$ cat src/core/async_timer_pkg.sv
// Constants, field layouts and carrier types of the asynchronous timer block.
// Assumes an APB master with 32-bit data and one synchronous, active-high reset.
package async_timer_pkg;

  // Register indices; byte address is four times the index.
  localparam logic [9:0] IDX_CONTROL = 10'h0b0;
  localparam logic [9:0] IDX_COUNTER = 10'h0b1;
  localparam logic [9:0] IDX_COMPARE = 10'h0b2;
  localparam logic [9:0] IDX_IRQ_EN  = 10'h0b3;
  localparam logic [9:0] IDX_FLAGS   = 10'h0b4;
  localparam logic [9:0] IDX_STATUS  = 10'h0b6;
  localparam logic [7:0] RESET_VALUE = 8'h00;

  // Control register fields.
  localparam int CTL_FORCE   = 7;
  localparam int CTL_WGM_LO  = 6;
  localparam int CTL_COM_HI  = 5;
  localparam int CTL_COM_LO  = 4;
  localparam int CTL_WGM_HI  = 3;
  localparam int CTL_CS_HI   = 2;
  // Status register fields; busy bit index equals holding slot index.
  localparam int ST_EXT      = 4;
  localparam int ST_ASYNC    = 3;
  localparam int SLOT_COUNT  = 2;
  localparam int SLOT_CMP    = 1;
  localparam int SLOT_CTL    = 0;
  // Interrupt enable and flag fields.
  localparam int IRQ_CMP     = 1;
  localparam int IRQ_OVF     = 0;

  localparam logic [1:0] XFER_EDGES = 2'h2;
  localparam int         FLAG_SYNC  = 3;
  localparam logic [7:0] COUNT_MAX  = 8'hff;

  typedef enum logic [1:0] {
    MODE_NORMAL = 2'b00,
    MODE_PHASE  = 2'b01,
    MODE_CLEAR  = 2'b10,
    MODE_FAST   = 2'b11
  } wave_mode_t;

  typedef enum logic [2:0] {
    CS_STOP = 3'b000, CS_DIV1 = 3'b001, CS_DIV8 = 3'b010, CS_DIV32 = 3'b011,
    CS_DIV64 = 3'b100, CS_DIV128 = 3'b101, CS_DIV256 = 3'b110, CS_DIV1024 = 3'b111
  } clock_sel_t;

  typedef struct packed {
    logic        psel;
    logic        penable;
    logic        pwrite;
    logic [11:0] paddr;
    logic [31:0] pwdata;
  } apb_req_t;

  typedef struct packed {
    logic        power_save;
    logic        deep_sleep;
  } sleep_t;

endpackage : async_timer_pkg

$ cat src/core/async_timer.sv
// Clock-domain control, holding registers and waveform core of an 8-bit timer.
// Assumes the oscillator input is sampled on clk and clk is over four times its rate.
//
// Local design decision: the APB register port.
`timescale 1ns/1ps
module async_timer #(
  parameter int PRESC_W = 10
) (
  // System
  input  wire logic                      clk,
  input  wire logic                      reset,
  // APB slave
  input  wire async_timer_pkg::apb_req_t apb_req,
  output logic [31:0]                    prdata,
  output logic                           pready,
  output logic                           pslverr,
  // Oscillator and pins
  input  wire logic                      timer_osc_in,
  input  wire async_timer_pkg::sleep_t   sleep_state,
  output logic                           compare_output_pin,
  output logic                           osc_port_released,
  output logic                           crystal_osc_run,
  output logic                           ext_clock_buf_en,
  // Interrupt requests and wake
  output logic                           compare_irq,
  output logic                           overflow_irq,
  output logic                           wake_request
);
  import async_timer_pkg::*;

  // ---------------------------------------------------------------
  // State
  // ---------------------------------------------------------------
  typedef struct packed {
    logic                 pready;
    logic                 pslverr;
    logic [31:0]          prdata;
    logic                 osc_s1;
    logic                 osc_s2;
    logic                 osc_s3;
    logic                 async_clock_select;
    logic                 ext_clock_input_en;
    logic [2:0]           busy;
    logic [2:0][1:0]      edge_cnt;
    logic [2:0][7:0]      hold;
    logic [7:0]           counter_value;
    logic [7:0]           compare_value_a;
    logic [7:0]           compare_active;
    logic [7:0]           timer_control_a;
    logic                 count_down;
    logic [PRESC_W-1:0]   presc;
    logic                 block_match;
    logic [7:0]           counter_copy;
    logic [FLAG_SYNC-1:0] cmp_pipe;
    logic [FLAG_SYNC-1:0] ovf_pipe;
    logic                 compare_flag;
    logic                 overflow_flag;
    logic                 compare_irq_enable;
    logic                 overflow_irq_enable;
    logic                 oc_pin;
    logic                 irq_cmp;
    logic                 irq_ovf;
    logic                 cond_seen;
    logic                 wake;
    logic                 armed;
    logic                 osc_run;
    logic                 port_off;
    logic                 ext_buf;
  } state_t;

  state_t s_q;
  state_t s_d;

  // ---------------------------------------------------------------
  // Next-state logic
  // ---------------------------------------------------------------
  always_comb begin
    logic               setup;
    logic               wr;
    logic [9:0]         idx;
    logic               hit;
    logic [7:0]         wd;
    logic               osc_rise;
    logic               src_tick;
    logic               tick;
    logic [PRESC_W-1:0] mask;
    logic [2:0]         commit;
    logic               ctl_new;
    logic [7:0]         ctl_val;
    logic               cnt_new;
    logic [7:0]         cnt_val;
    logic               cmp_new;
    logic [7:0]         cmp_val;
    logic               match;
    logic               cmp_ev;
    logic               ovf_ev;
    logic               bottom;
    logic               top_hit;
    logic               force_now;
    logic               set_cmp;
    logic               set_ovf;
    logic [1:0]         com;
    wave_mode_t         mode;
    s_d       = s_q;
    setup     = apb_req.psel & ~apb_req.penable;
    wr        = apb_req.psel & apb_req.penable & apb_req.pwrite & s_q.pready;
    idx       = apb_req.paddr[11:2];
    wd        = apb_req.pwdata[7:0];
    hit       = 1'b0;
    commit    = 3'b000;
    ctl_new   = 1'b0;
    ctl_val   = s_q.timer_control_a;
    cnt_new   = 1'b0;
    cnt_val   = s_q.counter_value;
    cmp_new   = 1'b0;
    cmp_val   = s_q.compare_value_a;
    mask      = '0;
    tick      = 1'b0;
    match     = 1'b0;
    cmp_ev    = 1'b0;
    ovf_ev    = 1'b0;
    bottom    = 1'b0;
    top_hit   = 1'b0;
    force_now = 1'b0;
    com       = s_q.timer_control_a[CTL_COM_HI:CTL_COM_LO];
    mode      = wave_mode_t'({s_q.timer_control_a[CTL_WGM_HI], s_q.timer_control_a[CTL_WGM_LO]});
    set_cmp   = 1'b0;
    set_ovf   = 1'b0;
    osc_rise  = s_q.osc_s2 & ~s_q.osc_s3;
    src_tick  = s_q.async_clock_select ? osc_rise : 1'b1;

    // APB: zero-wait answer, read data captured in the setup cycle.
    s_d.pready  = setup;
    s_d.pslverr = 1'b0;
    if (setup) begin
      s_d.prdata = 32'h0000_0000;
      hit        = 1'b1;
      if (idx == IDX_CONTROL) begin
        s_d.prdata[7:0] = {1'b0, s_q.timer_control_a[6:0]};
      end else if (idx == IDX_COUNTER) begin
        s_d.prdata[7:0] = s_q.counter_copy;
      end else if (idx == IDX_COMPARE) begin
        s_d.prdata[7:0] = s_q.compare_value_a;
      end else if (idx == IDX_IRQ_EN) begin
        s_d.prdata[IRQ_CMP] = s_q.compare_irq_enable;
        s_d.prdata[IRQ_OVF] = s_q.overflow_irq_enable;
      end else if (idx == IDX_FLAGS) begin
        s_d.prdata[IRQ_CMP] = s_q.compare_flag;
        s_d.prdata[IRQ_OVF] = s_q.overflow_flag;
      end else if (idx == IDX_STATUS) begin
        s_d.prdata[ST_EXT]   = s_q.ext_clock_input_en;
        s_d.prdata[ST_ASYNC] = s_q.async_clock_select;
        s_d.prdata[2:0]      = s_q.busy;
      end else begin
        hit = 1'b0;
      end
      s_d.pslverr = ~hit;
    end

    // Oscillator input: two synchronizing stages, then an edge stage.
    s_d.osc_s1 = timer_osc_in;
    s_d.osc_s2 = s_q.osc_s1;
    s_d.osc_s3 = s_q.osc_s2;

    // Holding registers finish after the second rising oscillator edge.
    for (int i = 0; i < 3; i++) begin
      if (s_q.busy[i] && osc_rise) begin
        if (s_q.edge_cnt[i] == XFER_EDGES - 2'h1) begin
          commit[i]   = 1'b1;
          s_d.busy[i] = 1'b0;
        end else begin
          s_d.edge_cnt[i] = s_q.edge_cnt[i] + 2'h1;
        end
      end
    end
    if (commit[SLOT_CTL]) begin
      ctl_new = 1'b1;
      ctl_val = s_q.hold[SLOT_CTL];
    end
    if (commit[SLOT_CMP]) begin
      cmp_new = 1'b1;
      cmp_val = s_q.hold[SLOT_CMP];
    end
    if (commit[SLOT_COUNT]) begin
      cnt_new = 1'b1;
      cnt_val = s_q.hold[SLOT_COUNT];
    end

    // Register writes; async writes go to their own holding slot.
    if (wr) begin
      if (idx == IDX_CONTROL || idx == IDX_COMPARE || idx == IDX_COUNTER) begin
        if (s_q.async_clock_select) begin
          if (idx == IDX_CONTROL) begin
            s_d.hold[SLOT_CTL]     = wd;
            s_d.busy[SLOT_CTL]     = 1'b1;
            s_d.edge_cnt[SLOT_CTL] = 2'h0;
          end else if (idx == IDX_COMPARE) begin
            s_d.hold[SLOT_CMP]     = wd;
            s_d.busy[SLOT_CMP]     = 1'b1;
            s_d.edge_cnt[SLOT_CMP] = 2'h0;
          end else begin
            s_d.hold[SLOT_COUNT]     = wd;
            s_d.busy[SLOT_COUNT]     = 1'b1;
            s_d.edge_cnt[SLOT_COUNT] = 2'h0;
          end
        end else if (idx == IDX_CONTROL) begin
          ctl_new = 1'b1;
          ctl_val = wd;
        end else if (idx == IDX_COMPARE) begin
          cmp_new = 1'b1;
          cmp_val = wd;
        end else begin
          cnt_new = 1'b1;
          cnt_val = wd;
        end
      end else if (idx == IDX_IRQ_EN) begin
        s_d.compare_irq_enable  = wd[IRQ_CMP];
        s_d.overflow_irq_enable = wd[IRQ_OVF];
      end else if (idx == IDX_STATUS) begin
        s_d.ext_clock_input_en = wd[ST_EXT];
        s_d.async_clock_select = wd[ST_ASYNC];
      end
    end

    // Prescaler taps on the selected source clock.
    case (clock_sel_t'(s_q.timer_control_a[CTL_CS_HI:0]))
      CS_DIV8:    mask = PRESC_W'(10'h007);
      CS_DIV32:   mask = PRESC_W'(10'h01f);
      CS_DIV64:   mask = PRESC_W'(10'h03f);
      CS_DIV128:  mask = PRESC_W'(10'h07f);
      CS_DIV256:  mask = PRESC_W'(10'h0ff);
      CS_DIV1024: mask = PRESC_W'(10'h3ff);
      default:    mask = '0;
    endcase
    if (s_q.timer_control_a[CTL_CS_HI:0] != CS_STOP && src_tick) begin
      s_d.presc = s_q.presc + PRESC_W'(1);
      tick      = (s_q.presc & mask) == mask;
    end

    // Compare match is held off by pending counter or compare transfers.
    match = (s_q.counter_value == s_q.compare_active) & ~s_q.block_match
          & ~s_q.busy[SLOT_COUNT] & ~s_q.busy[SLOT_CMP];

    // Counting sequence per waveform mode.
    if (tick) begin
      s_d.block_match = 1'b0;
      cmp_ev          = match;
      case (mode)
        MODE_PHASE: begin
          if (!s_q.count_down && s_q.counter_value == COUNT_MAX) begin
            s_d.count_down    = 1'b1;
            s_d.counter_value = s_q.counter_value - 8'h01;
            top_hit           = 1'b1;
          end else if (s_q.count_down && s_q.counter_value == 8'h00) begin
            s_d.count_down    = 1'b0;
            s_d.counter_value = 8'h01;
            ovf_ev            = 1'b1;
          end else if (s_q.count_down) begin
            s_d.counter_value = s_q.counter_value - 8'h01;
          end else begin
            s_d.counter_value = s_q.counter_value + 8'h01;
          end
        end
        MODE_CLEAR: begin
          s_d.count_down    = 1'b0;
          ovf_ev            = s_q.counter_value == COUNT_MAX;
          s_d.counter_value = match ? 8'h00 : s_q.counter_value + 8'h01;
        end
        default: begin
          s_d.count_down    = 1'b0;
          ovf_ev            = s_q.counter_value == COUNT_MAX;
          bottom            = ovf_ev;
          s_d.counter_value = s_q.counter_value + 8'h01;
        end
      endcase

      // Output pin moves on the timer tick, not on a synchronized copy.
      if (mode == MODE_FAST) begin
        if (match && com[1]) begin
          s_d.oc_pin = com[0];
        end else if (bottom && com[1]) begin
          s_d.oc_pin = ~com[0];
        end
      end else if (mode == MODE_PHASE) begin
        if (match && com[1]) begin
          s_d.oc_pin = com[0] ^ s_q.count_down;
        end
      end else if (match) begin
        case (com)
          2'b01:   s_d.oc_pin = ~s_q.oc_pin;
          2'b10:   s_d.oc_pin = 1'b0;
          2'b11:   s_d.oc_pin = 1'b1;
          default: s_d.oc_pin = s_q.oc_pin;
        endcase
      end
    end

    // Double-buffered compare value in the PWM modes.
    if (mode == MODE_NORMAL || mode == MODE_CLEAR || (mode == MODE_PHASE && top_hit)
        || (mode == MODE_FAST && bottom)) begin
      s_d.compare_active = s_q.compare_value_a;
    end

    // Register updates take priority over counting in the same cycle.
    if (cnt_new) begin
      s_d.counter_value = cnt_val;
      s_d.block_match   = 1'b1;
    end
    if (cmp_new) begin
      s_d.compare_value_a = cmp_val;
    end
    if (ctl_new) begin
      s_d.timer_control_a = {1'b0, ctl_val[6:0]};
      force_now = ctl_val[CTL_FORCE] & ~ctl_val[CTL_WGM_LO];
    end
    // A forced match only drives the pin: no flag, no counter clear.
    if (force_now) begin
      case (ctl_val[CTL_COM_HI:CTL_COM_LO])
        2'b01:   s_d.oc_pin = ~s_q.oc_pin;
        2'b10:   s_d.oc_pin = 1'b0;
        2'b11:   s_d.oc_pin = 1'b1;
        default: s_d.oc_pin = s_q.oc_pin;
      endcase
    end

    // Readable counter copy follows the oscillator edges in async mode.
    if (!s_q.async_clock_select || osc_rise) begin
      s_d.counter_copy = s_q.counter_value;
    end

    // Async events reach the flags three system cycles later than synchronous ones.
    s_d.cmp_pipe = {s_q.cmp_pipe[FLAG_SYNC-2:0], cmp_ev & s_q.async_clock_select};
    s_d.ovf_pipe = {s_q.ovf_pipe[FLAG_SYNC-2:0], ovf_ev & s_q.async_clock_select};
    set_cmp = s_q.async_clock_select ? s_q.cmp_pipe[FLAG_SYNC-1] : cmp_ev;
    set_ovf = s_q.async_clock_select ? s_q.ovf_pipe[FLAG_SYNC-1] : ovf_ev;
    if (wr && idx == IDX_FLAGS) begin
      s_d.compare_flag  = s_q.compare_flag & ~wd[IRQ_CMP];
      s_d.overflow_flag = s_q.overflow_flag & ~wd[IRQ_OVF];
    end
    if (set_cmp) begin
      s_d.compare_flag = 1'b1;
    end
    if (set_ovf) begin
      s_d.overflow_flag = 1'b1;
    end
    s_d.irq_cmp = s_q.compare_flag & s_q.compare_irq_enable;
    s_d.irq_ovf = s_q.overflow_flag & s_q.overflow_irq_enable;

    // Wake: start on the timer cycle after the condition, rearm on the timer cycle after wake drops.
    s_d.cond_seen = s_q.irq_cmp | s_q.irq_ovf;
    if (!sleep_state.power_save) begin
      s_d.wake = 1'b0;
    end else if (s_q.armed && s_q.cond_seen && src_tick) begin
      s_d.wake  = 1'b1;
      s_d.armed = 1'b0;
    end
    if (!s_q.armed && !s_q.wake && src_tick) begin
      s_d.armed = 1'b1;
    end

    // Oscillator and pin control.
    s_d.port_off = s_q.async_clock_select;
    s_d.osc_run  = s_q.async_clock_select & ~s_q.ext_clock_input_en
                 & ~sleep_state.deep_sleep;
    s_d.ext_buf  = s_q.async_clock_select & s_q.ext_clock_input_en
                 & ~sleep_state.deep_sleep;
  end

  // ---------------------------------------------------------------
  // State register
  // ---------------------------------------------------------------
  always_ff @(posedge clk) begin
    if (reset) begin
      s_q                 <= '0;
      s_q.timer_control_a <= RESET_VALUE;
    end else begin
      s_q <= s_d;
    end
  end

  assign prdata             = s_q.prdata;
  assign pready             = s_q.pready;
  assign pslverr            = s_q.pslverr;
  assign compare_output_pin = s_q.oc_pin;
  assign osc_port_released  = s_q.port_off;
  assign crystal_osc_run    = s_q.osc_run;
  assign ext_clock_buf_en   = s_q.ext_buf;
  assign compare_irq        = s_q.irq_cmp;
  assign overflow_irq       = s_q.irq_ovf;
  assign wake_request       = s_q.wake;

endmodule : async_timer

$ cat config.mk
export PLATFORM = sky130hd
export DESIGN_NAME = async_timer
export DESIGN_NICKNAME = d
export VERILOG_FILES = /design/src/core/async_timer_pkg.sv /design/src/core/async_timer.sv
export SDC_FILE = /design/constraint.sdc
export NUM_CORES = 1
export LEC_CHECK = 0
export BUFFER_PORTS_ARGS = -buffer_cell sky130_fd_sc_hd__buf_2
export CAP_MARGIN = 20
export CORE_ASPECT_RATIO = 1.5
export CORE_MARGIN = 1
export CORE_UTILIZATION = 57
export CTS_CLUSTER_SIZE = 30
export DETAILED_ROUTE_END_ITERATION = 12
export PLACE_DENSITY = 0.9
export SYNTH_ARGS = -nofsm -noshare
export SYNTH_HDL_FRONTEND = slang
export SYNTH_SLANG_ARGS = --single-unit
export TNS_END_PERCENT = 5
$ cat constraint.sdc
create_clock -name clk -period 2.5 [get_ports clk]
set_input_delay 0.5 -clock clk [delete_from_list [all_inputs] [get_ports clk]]
set_output_delay 0.5 -clock clk [all_outputs]
set_load 0.1 [all_outputs]
After elaboration in Yosys (flattened, before gate mapping)
Index checks and enable logic that the tools add are counted.

Reductions and logical operators: 47. Bitwise logic cells: 41. Multiplexer cells: 128. Add/subtract/negate cells: 6. Eq/ne operators: 31.

Operator list (number): 2-to-1 mux 8 bit (28); 2-to-1 mux 33 bit (3); 2-to-1 mux 1 bit (73); equality test 10 x 8 -> 1 bit, second input constant (6); case mux 10 bit (6 select lines) (1); 2-to-1 mux 2 bit (13); bitwise AND 1 bit (19); inverter 1 bit (19); 2-to-1 mux 16 bit (1); case mux 8 bit (2 select lines) (1); logical AND 1 bit (15); equality test 2 x 1 -> 1 bit, second input constant (6); equality test 2 bit, second input constant (6); equality test 3 bit, second input constant (4); nonzero test 2 bit (6); adder 10 x 1 -> 10 bit, second input constant (1); bitwise AND 10 bit (1); equality test 10 bit (1); 2-to-1 mux 5 bit (2); AND reduction 5 bit (2); 2-to-1 mux 3 bit (3); adder 8 x 1 -> 8 bit, second input constant (1); equality test 8 bit (1); equality test 8 bit, second input constant (1); 22 further kinds (39).

Register bits: 118. Output and inout port bits: 41. Word-level logic and storage cells: 291. Input port bits: 52.

Logic depth before layout (Yosys ltp)
Gate-level depths: netlist (run 1).

Word-level depth: 14. Depth in mapped cells: 9.

Worst setup path before layout (run 1)
OpenSTA, ideal clock, no wires.

Kind: register -> register. Start point: register s_q, in the netlist pready. End point: register s_q, in the netlist compare_output_pin. Setup time: 0.092 ns. Buffers on the path: 1. Stages on the path, launching flop included: 9. Setup slack: -0.203 ns. Clock period less this slack: 2.703 ns. Data arrival time: 2.612 ns. Cell sequence: dfxtp_1 -> and4_1 -> clkbuf_1 -> nand4_2 -> a21oi_1 -> ha_1 -> o21bai_1 -> a211oi_1 -> nor4_1.

Longest elaborated chain between the ends: 7.

RTL lines: start: declaration (line async_timer.sv:71) `state_t s_q;`; bitwise AND 1 bit (*) (line async_timer.sv:106) `wr = apb_req.psel & apb_req.penable & apb_req.pwrite & s_q.pready;`; 2-to-1 mux 8 bit (line async_timer.sv:190) `if (wr) begin`; inverter 1 bit (line async_timer.sv:314) `force_now = ctl_val[CTL_FORCE] & ~ctl_val[CTL_WGM_LO];`; bitwise AND 1 bit (line async_timer.sv:314); 2-to-1 mux 1 bit (line async_timer.sv:312) `if (ctl_new) begin`; inequality test 4 x 1 -> 1 bit (no source line) (tied with other cells); AND reduction 6 bit (no source line).

Mark *: on every way between the ends. The rest lies on a longest branch, timed or not. A chain may end at the register's enable or synchronous reset.

Final worst setup path (run 1)
Start point: register s_q[70] (netlist name). End point: register s_q[67] (netlist name).

Longest elaborated chain between the ends: 8.

RTL lines: equality test 8 bit (line async_timer.sv:241) `match = (s_q.counter_value == s_q.compare_active) & ~s_q.block_match`; bitwise AND 1 bit (line async_timer.sv:241); bitwise AND 1 bit (2 in series) (line async_timer.sv:242) `& ~s_q.busy[SLOT_COUNT] & ~s_q.busy[SLOT_CMP];`; 2-to-1 mux 8 bit (line async_timer.sv:267) `s_d.counter_value = match ? 8'h00 : s_q.counter_value + 8'h01;`; case mux 8 bit (2 select lines) (*) (line async_timer.sv:248) `case (mode)`; 2-to-1 mux 8 bit (*) (line async_timer.sv:245) `if (tick) begin`; 2-to-1 mux 8 bit (*) (line async_timer.sv:305) `if (cnt_new) begin`.

Mark *: on every way between the ends. The rest lies on a longest branch, timed or not. The select of a mux whose other input is x is not followed.

==> results.toml, run 1 <==
[clock_network]
post-cts-setup-buffers = 0
cts_buffers = 17
clockRootBuffer = "clkbuf_16"
clock_latency_ps = 420
tritoncts = "yes"
ctsResizeCount = 0
hold_buffers = 0
cts_sinks = 118
path_clk_slew_ps = 50
htreeDepth = 4
cts_buffer_depth = 2

[detailed_routing]
vias = 6006
viasPerCell = 6.52
wl_mm = 19.1
post_drt_wl_per_cell_um = 20.7
drtPass1Iterations = 5
final_antenna_net_count = 0
drc_errors = 0
first_iter_violations = 825

[setup_path]
critPathRequiredTime_ps = 2780
arrival_ps = 2680
cp_max_fo = 8
setup.worst_path.end_class = "register"
cp-start-kind = "register"
critPathKind = "reg -> reg"

[timing]
finalHoldViolations = 0
post-route-min-period_ps = 2400
skew_ps = 7.43
setup_viol = 0
max_slew_margin = 0.653
tns_ps = 0
fmax_mhz = 417
slew_violations = 0
tightest_slew_ps = 508
rsz0062_at_grt = "false"
fin_hold_ws_ps = 253
finalCritPeriodShare = 0.960

[layout]
drive_gt1_frac = 0.173
antennaDiodeCount = 0
synthToLayoutAreaGrowth_pct = 15.9
nNetsFinal = 829
layoutNonFillerInstCount = 921
utilization = 0.689

[yosys]
synth_compound_gate_area_share = 0.162
async_reset_ff_frac = 0
yosysSeqAreaShare = 0.388
mappedNetlistArea_um2 = 6090
synth.ff_latch_count = 118
yosysWarnings = 0
synth_cells = 725
synth.area.mux_share = 0.0771
synth_top_family_by_area = "simple AND/OR/NAND/NOR gates"
yosysUniqueCellTypes = 73
yosys.area.top_type_share = 0.388
synth_xor_area_frac = 0.0288
synth_edf_count = 0
yosysTopAreaCell = "dfxtp_1"
avgSynthCellArea_um2 = 8.39
synthFlopType = "dfxtp_1"
synth-simple-area-share = 0.244
synth_fa_ha_area_frac = 0.0206
synth_area_leaders = "dfxtp_1, mux2i_1, nand2_1"

[grt]
grt_max_degree = 99
antenna_found_initial = 0
gr-total-overflow = 0
grt_pass1_vias = 5947
grt.total_usage = 0.360
grt_pass1_wl_mm = 30.1

[status]
outcome = "completed"

[pwr]
power_frac_clock = 0.547
power.leakage_nw = 2.88
total_power_mw = 4.97
p_int_mw = 3.79
swShare = 0.238
switchingPower_mw = 1.18
power_density_nw_per_um2 = 704
p_comb_frac = 0.070
irDropWorstVdd_uv = 627
pwr-share-seq = 0.382

[min_path]
min_path_type = "in -> reg"

[die]
row_count = 45
die_w_um = 86.4
chipHeight_um = 129
die_area_um2 = 11100
io_pins = 93
core_um2 = 10200
start_util = 0.594

[place]
portBuffers = 42
dp_hpwl_mm = 12.0
globalplace.congestion = 1.00
place_inst = 889

[job]
drv_cap = 0
## Yosys cell counts (all sizes together) (15+ instances only)
master    n
a211oi   16
a21oi    54
buf      49
clkbuf   27
dfxtp   118
inv      15
mux2i    39
nand2    82
nand3    24
nor2     67
nor2b    18
nor3     23
o21ai    32
xor2     16
## worst max-delay path, cell delays in order (launching register included)
cell and delay [ps]:
dfxtp_1 560, xor2_1 170, nor3_1 460, a41o_2 370, nand2_2 90, a2111oi_0 500, nor4_1 120
## flip-flops by register name, summed over array words and instances (netlist names)
signal / cells
prdata: 8
s_q: 94
overflow_irq: 1
ext_clock_buf_en: 1
s_d: 7
wake_request: 1
compare_irq: 1
pready: 1
pslverr: 1
crystal_osc_run: 1
compare_output_pin: 1
osc_port_released: 1
## worst paths after layout
check                           slack, ps                 start                          end  cells after the start
worst min register to register        440    s_d[15]$_SDFF_PP0_           s_q[15]$_SDFF_PP0_                      1
worst max-delay path                  100  s_q[70]$_SDFFE_PP0P_         s_q[67]$_SDFFE_PP0P_                      6
worst max register to register        100  s_q[70]$_SDFFE_PP0P_         s_q[67]$_SDFFE_PP0P_                      6
worst min-delay path                  250        sleep_state[0]  ext_clock_buf_en$_SDFF_PP0_                      2
## routing by layer
metal,up-vias,global-route usage,wire (um)
li1,2585,-,-
met1,2820,0.370,6560
met2,434,0.586,8990
met3,167,0.105,1650
met4,0,0.328,1870
met5,-,0,0
## metrics by stage
| step | instance area [um^2] | setup WS [ps] |
|---|---|---|
| 2_1_floorplan | 6170 | 118 |
| 3_3_place_gp | 6400 | 114 |
| 3_5_place_dp | 6400 | 78.5 |
| 4_1_cts | 7050 | 187 |
| 5_1_grt | 7060 | 1.69 |
| 6_report | 7060 | 100 |
## kinds of logic after synthesis
logic type / count (synthesis)
AOI/OAI and AO/OA: 150
xor gates and xnor gates: 20
adders and majority gates: 10
buffers and inverters: 91
DFF: 118
muxes: 46
other: 1
and+or+nand+nor: 289
## power by group through the flow
stage,Clock [mW],Combinational [mW],Sequential [mW]
after floorplan,0,0.294,1.94
after detailed placement,0,0.339,1.94
final,2.72,0.349,1.90
after global routing,2.81,0.358,1.90
after global placement,0,0.333,1.94
after CTS,2.71,0.342,1.90
## cell type report
type                       instances  area (um^2)
sequential                       118         2360
fill                             726         3190
inverter                          15         56.3
clock inverter                     8          169
tap                              141          176
clock buffer                      24          482
timing repair buffer              76          478
multi-input combinational        539         3330
## layout by cell type, fill, tap and decap left out, types with 15 or more instances in the layout
master,instances
conb_1,24
o21ai_0,31
mux2i_1,39
dfxtp_1,116
a211oi_1,16
inv_1,15
a21oi_1,53
clkbuf_16,17
buf_2,42
nand2_1,80
buf_4,33
nor3_1,22
xor2_1,16
nor2_1,65
nor2b_1,18
nand3_1,24
Note: power is estimated with default switching activity, not from simulation.
==> run 2: changes to the inputs <==
--- a/config.mk
+++ b/config.mk
@@ -5,13 +5,15 @@
 export SDC_FILE = /design/constraint.sdc
 export NUM_CORES = 1
 export LEC_CHECK = 0
-export BUFFER_PORTS_ARGS = -buffer_cell sky130_fd_sc_hd__buf_2
+export BUFFER_PORTS_ARGS = -buffer_cell sky130_fd_sc_hd__buf_4
 export CAP_MARGIN = 20
 export CORE_ASPECT_RATIO = 1.5
 export CORE_MARGIN = 1
 export CORE_UTILIZATION = 57
 export CTS_CLUSTER_SIZE = 30
 export DETAILED_ROUTE_END_ITERATION = 12
+export GPL_ROUTABILITY_DRIVEN = 0
+export GPL_TIMING_DRIVEN = 1
 export PLACE_DENSITY = 0.9
 export SYNTH_ARGS = -nofsm -noshare
 export SYNTH_HDL_FRONTEND = slang
==> run 2 against run 1 <==
Non-clock buffer count decreased by 4. Worst hold slack got worse by 8.7 ps. Combinational power increased by 3%. Setup slack improved by 14 ps. Global-route usage decreased by 1.1 points. Final cell count decreased by 0.43%. Sequential cell count unchanged. Critical endpoint is now s_q[63]$_SDFFE_PP0P_.
==> results.toml, run 2 (synthesis gave the netlist of run 1 again) <==
[setup_path]
critPathRequiredTime_ps = 2790
arrival_ps = 2680
rr_worst_depth = 6
r2r-end = "s_q[63]$_SDFFE_PP0P_"
critPathKind = "reg -> reg"
cp-start-kind = "register"
rrSetupSlack_ps = 110
regToRegStartpoint = "s_q[41]$_SDFFE_PP0P_"
cp_max_fo = 10
setup.worst_path.end_class = "register"

[job]
drv_cap = 0

[grt]
antenna_found_initial = 0
grt_pass1_vias = 5776
grt_pass1_wl_mm = 29.3
grt_use_met2 = 0.581
grt.total_usage = 0.349
use_met1 = 0.362
gr-total-overflow = 0
globalRouteMet3Util = 0.101
grt_busiest_layer = "met2"
grt_max_degree = 99

[detailed_routing]
viasPerCell = 6.43
first_iter_violations = 747
vias = 5900
drc_errors = 0
final_antenna_net_count = 0
drtPass1Iterations = 7
wl_mm = 18.6
post_drt_wl_per_cell_um = 20.3

[min_path]
min_from = "sleep_state[0]"
holdPathEnd = "ext_clock_buf_en$_SDFF_PP0_"
min_path_type = "in -> reg"
min_path_cells = 2

[timing]
rsz0062_at_grt = "false"
slew_violations = 0
max_slew_margin = 0.624
tns_ps = 0
setup_viol = 0
skew_ps = 7.59
fmax_mhz = 419
finalCritPeriodShare = 0.954
finalHoldViolations = 0
tightest_slew_ps = 563
post-route-min-period_ps = 2390

[die]
start_util = 0.594
row_count = 45
core_um2 = 10200
die_w_um = 86.4
die_area_um2 = 11100
io_pins = 93
chipHeight_um = 129

[layout]
final_cell_mix = "dfxtp_1, nand2_1, buf_4"
fillCellCount = 714
antennaDiodeCount = 0
utilization = 0.696
largest_reg_flops = 94
drive_gt1_frac = 0.170
regMostFlops = "s_q"
nNetsFinal = 825
multiInputGateArea_um2 = 3340
synthToLayoutAreaGrowth_pct = 17.2
seq_area_um2 = 2360
layoutNonFillerInstCount = 917
final_common_cell = "dfxtp_1"

[place]
dp_hpwl_mm = 12.1
place_inst = 885
portBuffers = 42

[pwr]
total_power_mw = 4.94
power.leakage_nw = 2.88
irDropWorstVdd_uv = 623
power_density_nw_per_um2 = 693

[clock_network]
cts_sinks = 118
cts_buffers = 17
clockRootBuffer = "clkbuf_16"
htreeDepth = 4
hold_buffers = 0
tritoncts = "yes"
cts_buffer_depth = 2
clock_latency_ps = 430
path_clk_slew_ps = 60

[status]
outcome = "completed"
==> run 2: report_power, final <==
part / switching (mW) / leakage, nW / total, mW / internal [mW]
Clock: 0.886 / 0.318 / 2.68 / 1.79
Sequential: 0.00688 / 0.952 / 1.90 / 1.89
Combinational: 0.300 / 1.61 / 0.361 / 0.0611
==> run 2: worst max path at each step <==
stage / depth (start not counted) / slack, ps / end / from
5_1_grt: 6 / 30 / s_q[63]$_SDFFE_PP0P_ / s_q[30]$_SDFFE_PP0P_
2_1_floorplan: 8 / 120 / compare_output_pin$_SDFFE_PP0P_ / pready$_SDFF_PP0_
4_1_cts: 6 / 160 / s_q[66]$_SDFFE_PP0P_ / s_q[63]$_SDFFE_PP0P_
3_3_place_gp: 9 / 110 / compare_output_pin$_SDFFE_PP0P_ / apb_req[40]
3_5_place_dp: 9 / 30 / compare_output_pin$_SDFFE_PP0P_ / apb_req[40]
6_report: 6 / 110 / s_q[63]$_SDFFE_PP0P_ / s_q[41]$_SDFFE_PP0P_
==> run 2: layout make-up <==
| type | instances | share of cell area |
|---|---|---|
| multi-input cells | 539 | 0.468 |
| well taps | 141 | 0.0247 |
| repair buffers | 72 | 0.0775 |
| clock inverters | 12 | 0.0281 |
| flip-flops and latches | 118 | 0.331 |
| clock buffers | 20 | 0.0626 |
| inverters | 15 | 0.00789 |
==> run 2: metal layers <==
| layer | up-vias | routed length, um |
|---|---|---|
| met3 | 152 | 1740 |
| met4 | 0 | 1650 |
| met5 | - | 0 |
| met2 | 434 | 9020 |
| met1 | 2729 | 6230 |
| li1 | 2585 | - |
==> run 2: worst max-delay path: stages (launching register included) <==
cell	delay, ps
dfxtp_1	390
a21boi_1	170
o21a_1	200
o31ai_4	520
and2_1	400
o211ai_1	170
o41ai_1	390
==> run 2: per-stage QoR <==
| stage | hold WS, ps | setup WS [ps] | instance area (um^2) |
|---|---|---|---|
| finish | 244 | 115 | 7130 |
| detailed placement | 434 | 32.1 | 6480 |
| global placement | 419 | 106 | 6480 |
| floorplan | 414 | 118 | 6170 |
| global route | 244 | 33.5 | 7130 |
| CTS | 240 | 159 | 7130 |
==> run 2: repair_timing <==
| item | in CTS | in global routing |
|---|---|---|
| resized for setup | 0 | 2 |
| setup endpoints to repair | 0 | 2 |
| setup buffers | 0 | 0 |
==> run 3: changes to the inputs <==
==> constraint.sdc (replaced) <==
create_clock -name clk -period 2.5 [get_ports clk]
set_input_delay 0.5 -clock clk [delete_from_list [all_inputs] [get_ports clk]]
set_output_delay 0.5 -clock clk [all_outputs]
set_load 0.005 [all_outputs]
==> run 3 against run 2 <==
Worst hold slack worse by 3.6 ps. Setup slack lost 53 ps. Sequential power is essentially flat. Final cell count down 0.65%.
==> results.toml, run 3 (synthesis gave the netlist of run 1 again) <==
[die]
row_count = 45
io_pins = 93
start_util = 0.594
core_um2 = 10200
die_w_um = 86.4
chipHeight_um = 129
die_area_um2 = 11100

[grt]
grt.total_usage = 0.349
gr-total-overflow = 0
grt_pass1_vias = 5618
grt_busiest_layer = "met2"
use_met1 = 0.372
antenna_found_initial = 0
grt_pass1_wl_mm = 29.0
globalRouteMet3Util = 0.0795
grt_max_degree = 58
grt_use_met2 = 0.599

[detailed_routing]
viasPerCell = 6.41
vias = 5838
post_drt_wl_per_cell_um = 20.5
drtPass1Iterations = 9
drc_errors = 0
final_antenna_net_count = 0
first_iter_violations = 792
wl_mm = 18.7

[place]
placed_area_um2 = 6440
dp_hpwl_mm = 12.1
portBuffers = 42

[setup_path]
path_delay_family = "simple AND/OR/NAND/NOR gates"
slowest_delay_ps = 620
cp-start-kind = "register"
critPathRequiredTime_ps = 2830
setup.worst_path.end_class = "register"
path_cells = "xor2_1 > nor3_1 > a41o_2 > nand2_2 > a2111oi_2 > and3b_1"
worst-path-buf-inv = 0
arrival_ps = 2760
slowest_stage = "dfxtp_1"
cp_max_fo = 9
critPathKind = "reg -> reg"

[clock_network]
htreeDepth = 4
clockRootBuffer = "clkbuf_16"
tritoncts = "yes"
path_clk_slew_ps = 50
clock_latency_ps = 430
hold_buffers = 0
cts_buffers = 17
post-cts-setup-buffers = 0
cts_sinks = 118
cts_buffer_depth = 2

[layout]
fillCellCount = 709
final_common_cell = "dfxtp_1"
final_cell_area_um2 = 7000
final_cell_mix = "dfxtp_1, nand2_1, buf_4"
synthToLayoutAreaGrowth_pct = 15.0
largest_reg_flops = 94
drive_gt1_frac = 0.164
utilization = 0.683
antennaDiodeCount = 0
nNetsFinal = 822
regMostFlops = "s_q"

[timing]
max_slew_margin = 0.590
skew_ps = 11.1
tns_ps = 0
slew_violations = 0
tightest_slew_ps = 610
finalCritPeriodShare = 0.976
post-route-min-period_ps = 2440
finalHoldViolations = 0
setup_viol = 0
rsz0062_at_grt = "true"
fmax_mhz = 410

[pwr]
irDropWorstVdd_uv = 480
power_density_nw_per_um2 = 628
power.leakage_nw = 2.81

[min_path]
min_path_type = "in -> reg"

[status]
outcome = "completed"

[job]
drv_cap = 0
run 3: cell types whose count changed in the layout (fill, tap and decap cells not counted):
cell / before / now
a2111oi_0: 3 / 4
a2111oi_1: 2 / 1
buf_12: 1 / 0
buf_4: 71 / 69
bufinv_16: 5 / 2
clkbuf_1: 2 / 1
clkinv_2: 3 / 5
clkinv_4: 3 / 1
clkinvlp_4: 0 / 2
dfxtp_1: 117 / 118
dfxtp_2: 1 / 0
inv_6: 1 / 0
run 3: what timing repair did:
item | CTS | global route
setup endpoints to repair | 0 | 2
resized for setup | 0 | 1
endpoints found under the hold margin | 0 | 0
run 3: where the power goes:
| group | switching [mW] | internal, mW | total (mW) |
|---|---|---|---|
| clock network | 0.865 | 1.46 | 2.33 |
| registers | 0.00811 | 1.89 | 1.90 |
| logic | 0.110 | 0.0576 | 0.167 |
| total | 0.983 | 3.41 | 4.39 |
run 3: cell type report:
cell class                      count  area (um^2)  area share
Tap cell                          141          176      0.0252
Clock buffer                       19          443      0.0633
Timing Repair Buffer               69          518      0.0740
Sequential cell                   118         2360       0.338
Inverter                           15         56.3     0.00804
Clock inverter                     10          109      0.0156
Multi-Input combinational cell    539         3330       0.476
run 3: worst paths after layout:
| kind | slack (ps) | end | cells past startpoint | startpoint |
|---|---|---|---|---|
| setup / recovery | 60 | s_q[68]$_SDFFE_PP0P_ | 6 | s_q[63]$_SDFFE_PP0P_ |
| hold / removal | 240 | ext_clock_buf_en$_SDFF_PP0_ | 2 | sleep_state[0] |
| setup reg to reg | 60 | s_q[68]$_SDFFE_PP0P_ | 6 | s_q[63]$_SDFFE_PP0P_ |
| hold reg to reg | 450 | s_d[18]$_SDFF_PP0_ | 1 | s_d[17]$_SDFF_PP0_ |
run 3: worst reg2reg max path: stages, from the launching register on:
cell and delay (ps):
dfxtp_1 620, xor2_1 150, nor3_1 500, a41o_2 380, nand2_2 100, a2111oi_2 380, and3b_1 210
run 3: metrics by stage:
step	hold WS (ps)	setup WS [ps]	total power, mW	cells
2_1_floorplan	414	328	2.05	748
3_3_place_gp	422	108	2.09	882
3_5_place_dp	430	-45.3	2.09	882
4_1_cts	249	46.9	4.37	911
5_1_grt	254	-12.9	4.48	911
6_report	241	61.2	4.39	911
run 3: routing by layer:
metal  share of wire  wire (um)
met1            0.34       6410
met2            0.49       9130
met3           0.090       1680
met4           0.080       1500
met5               0          0
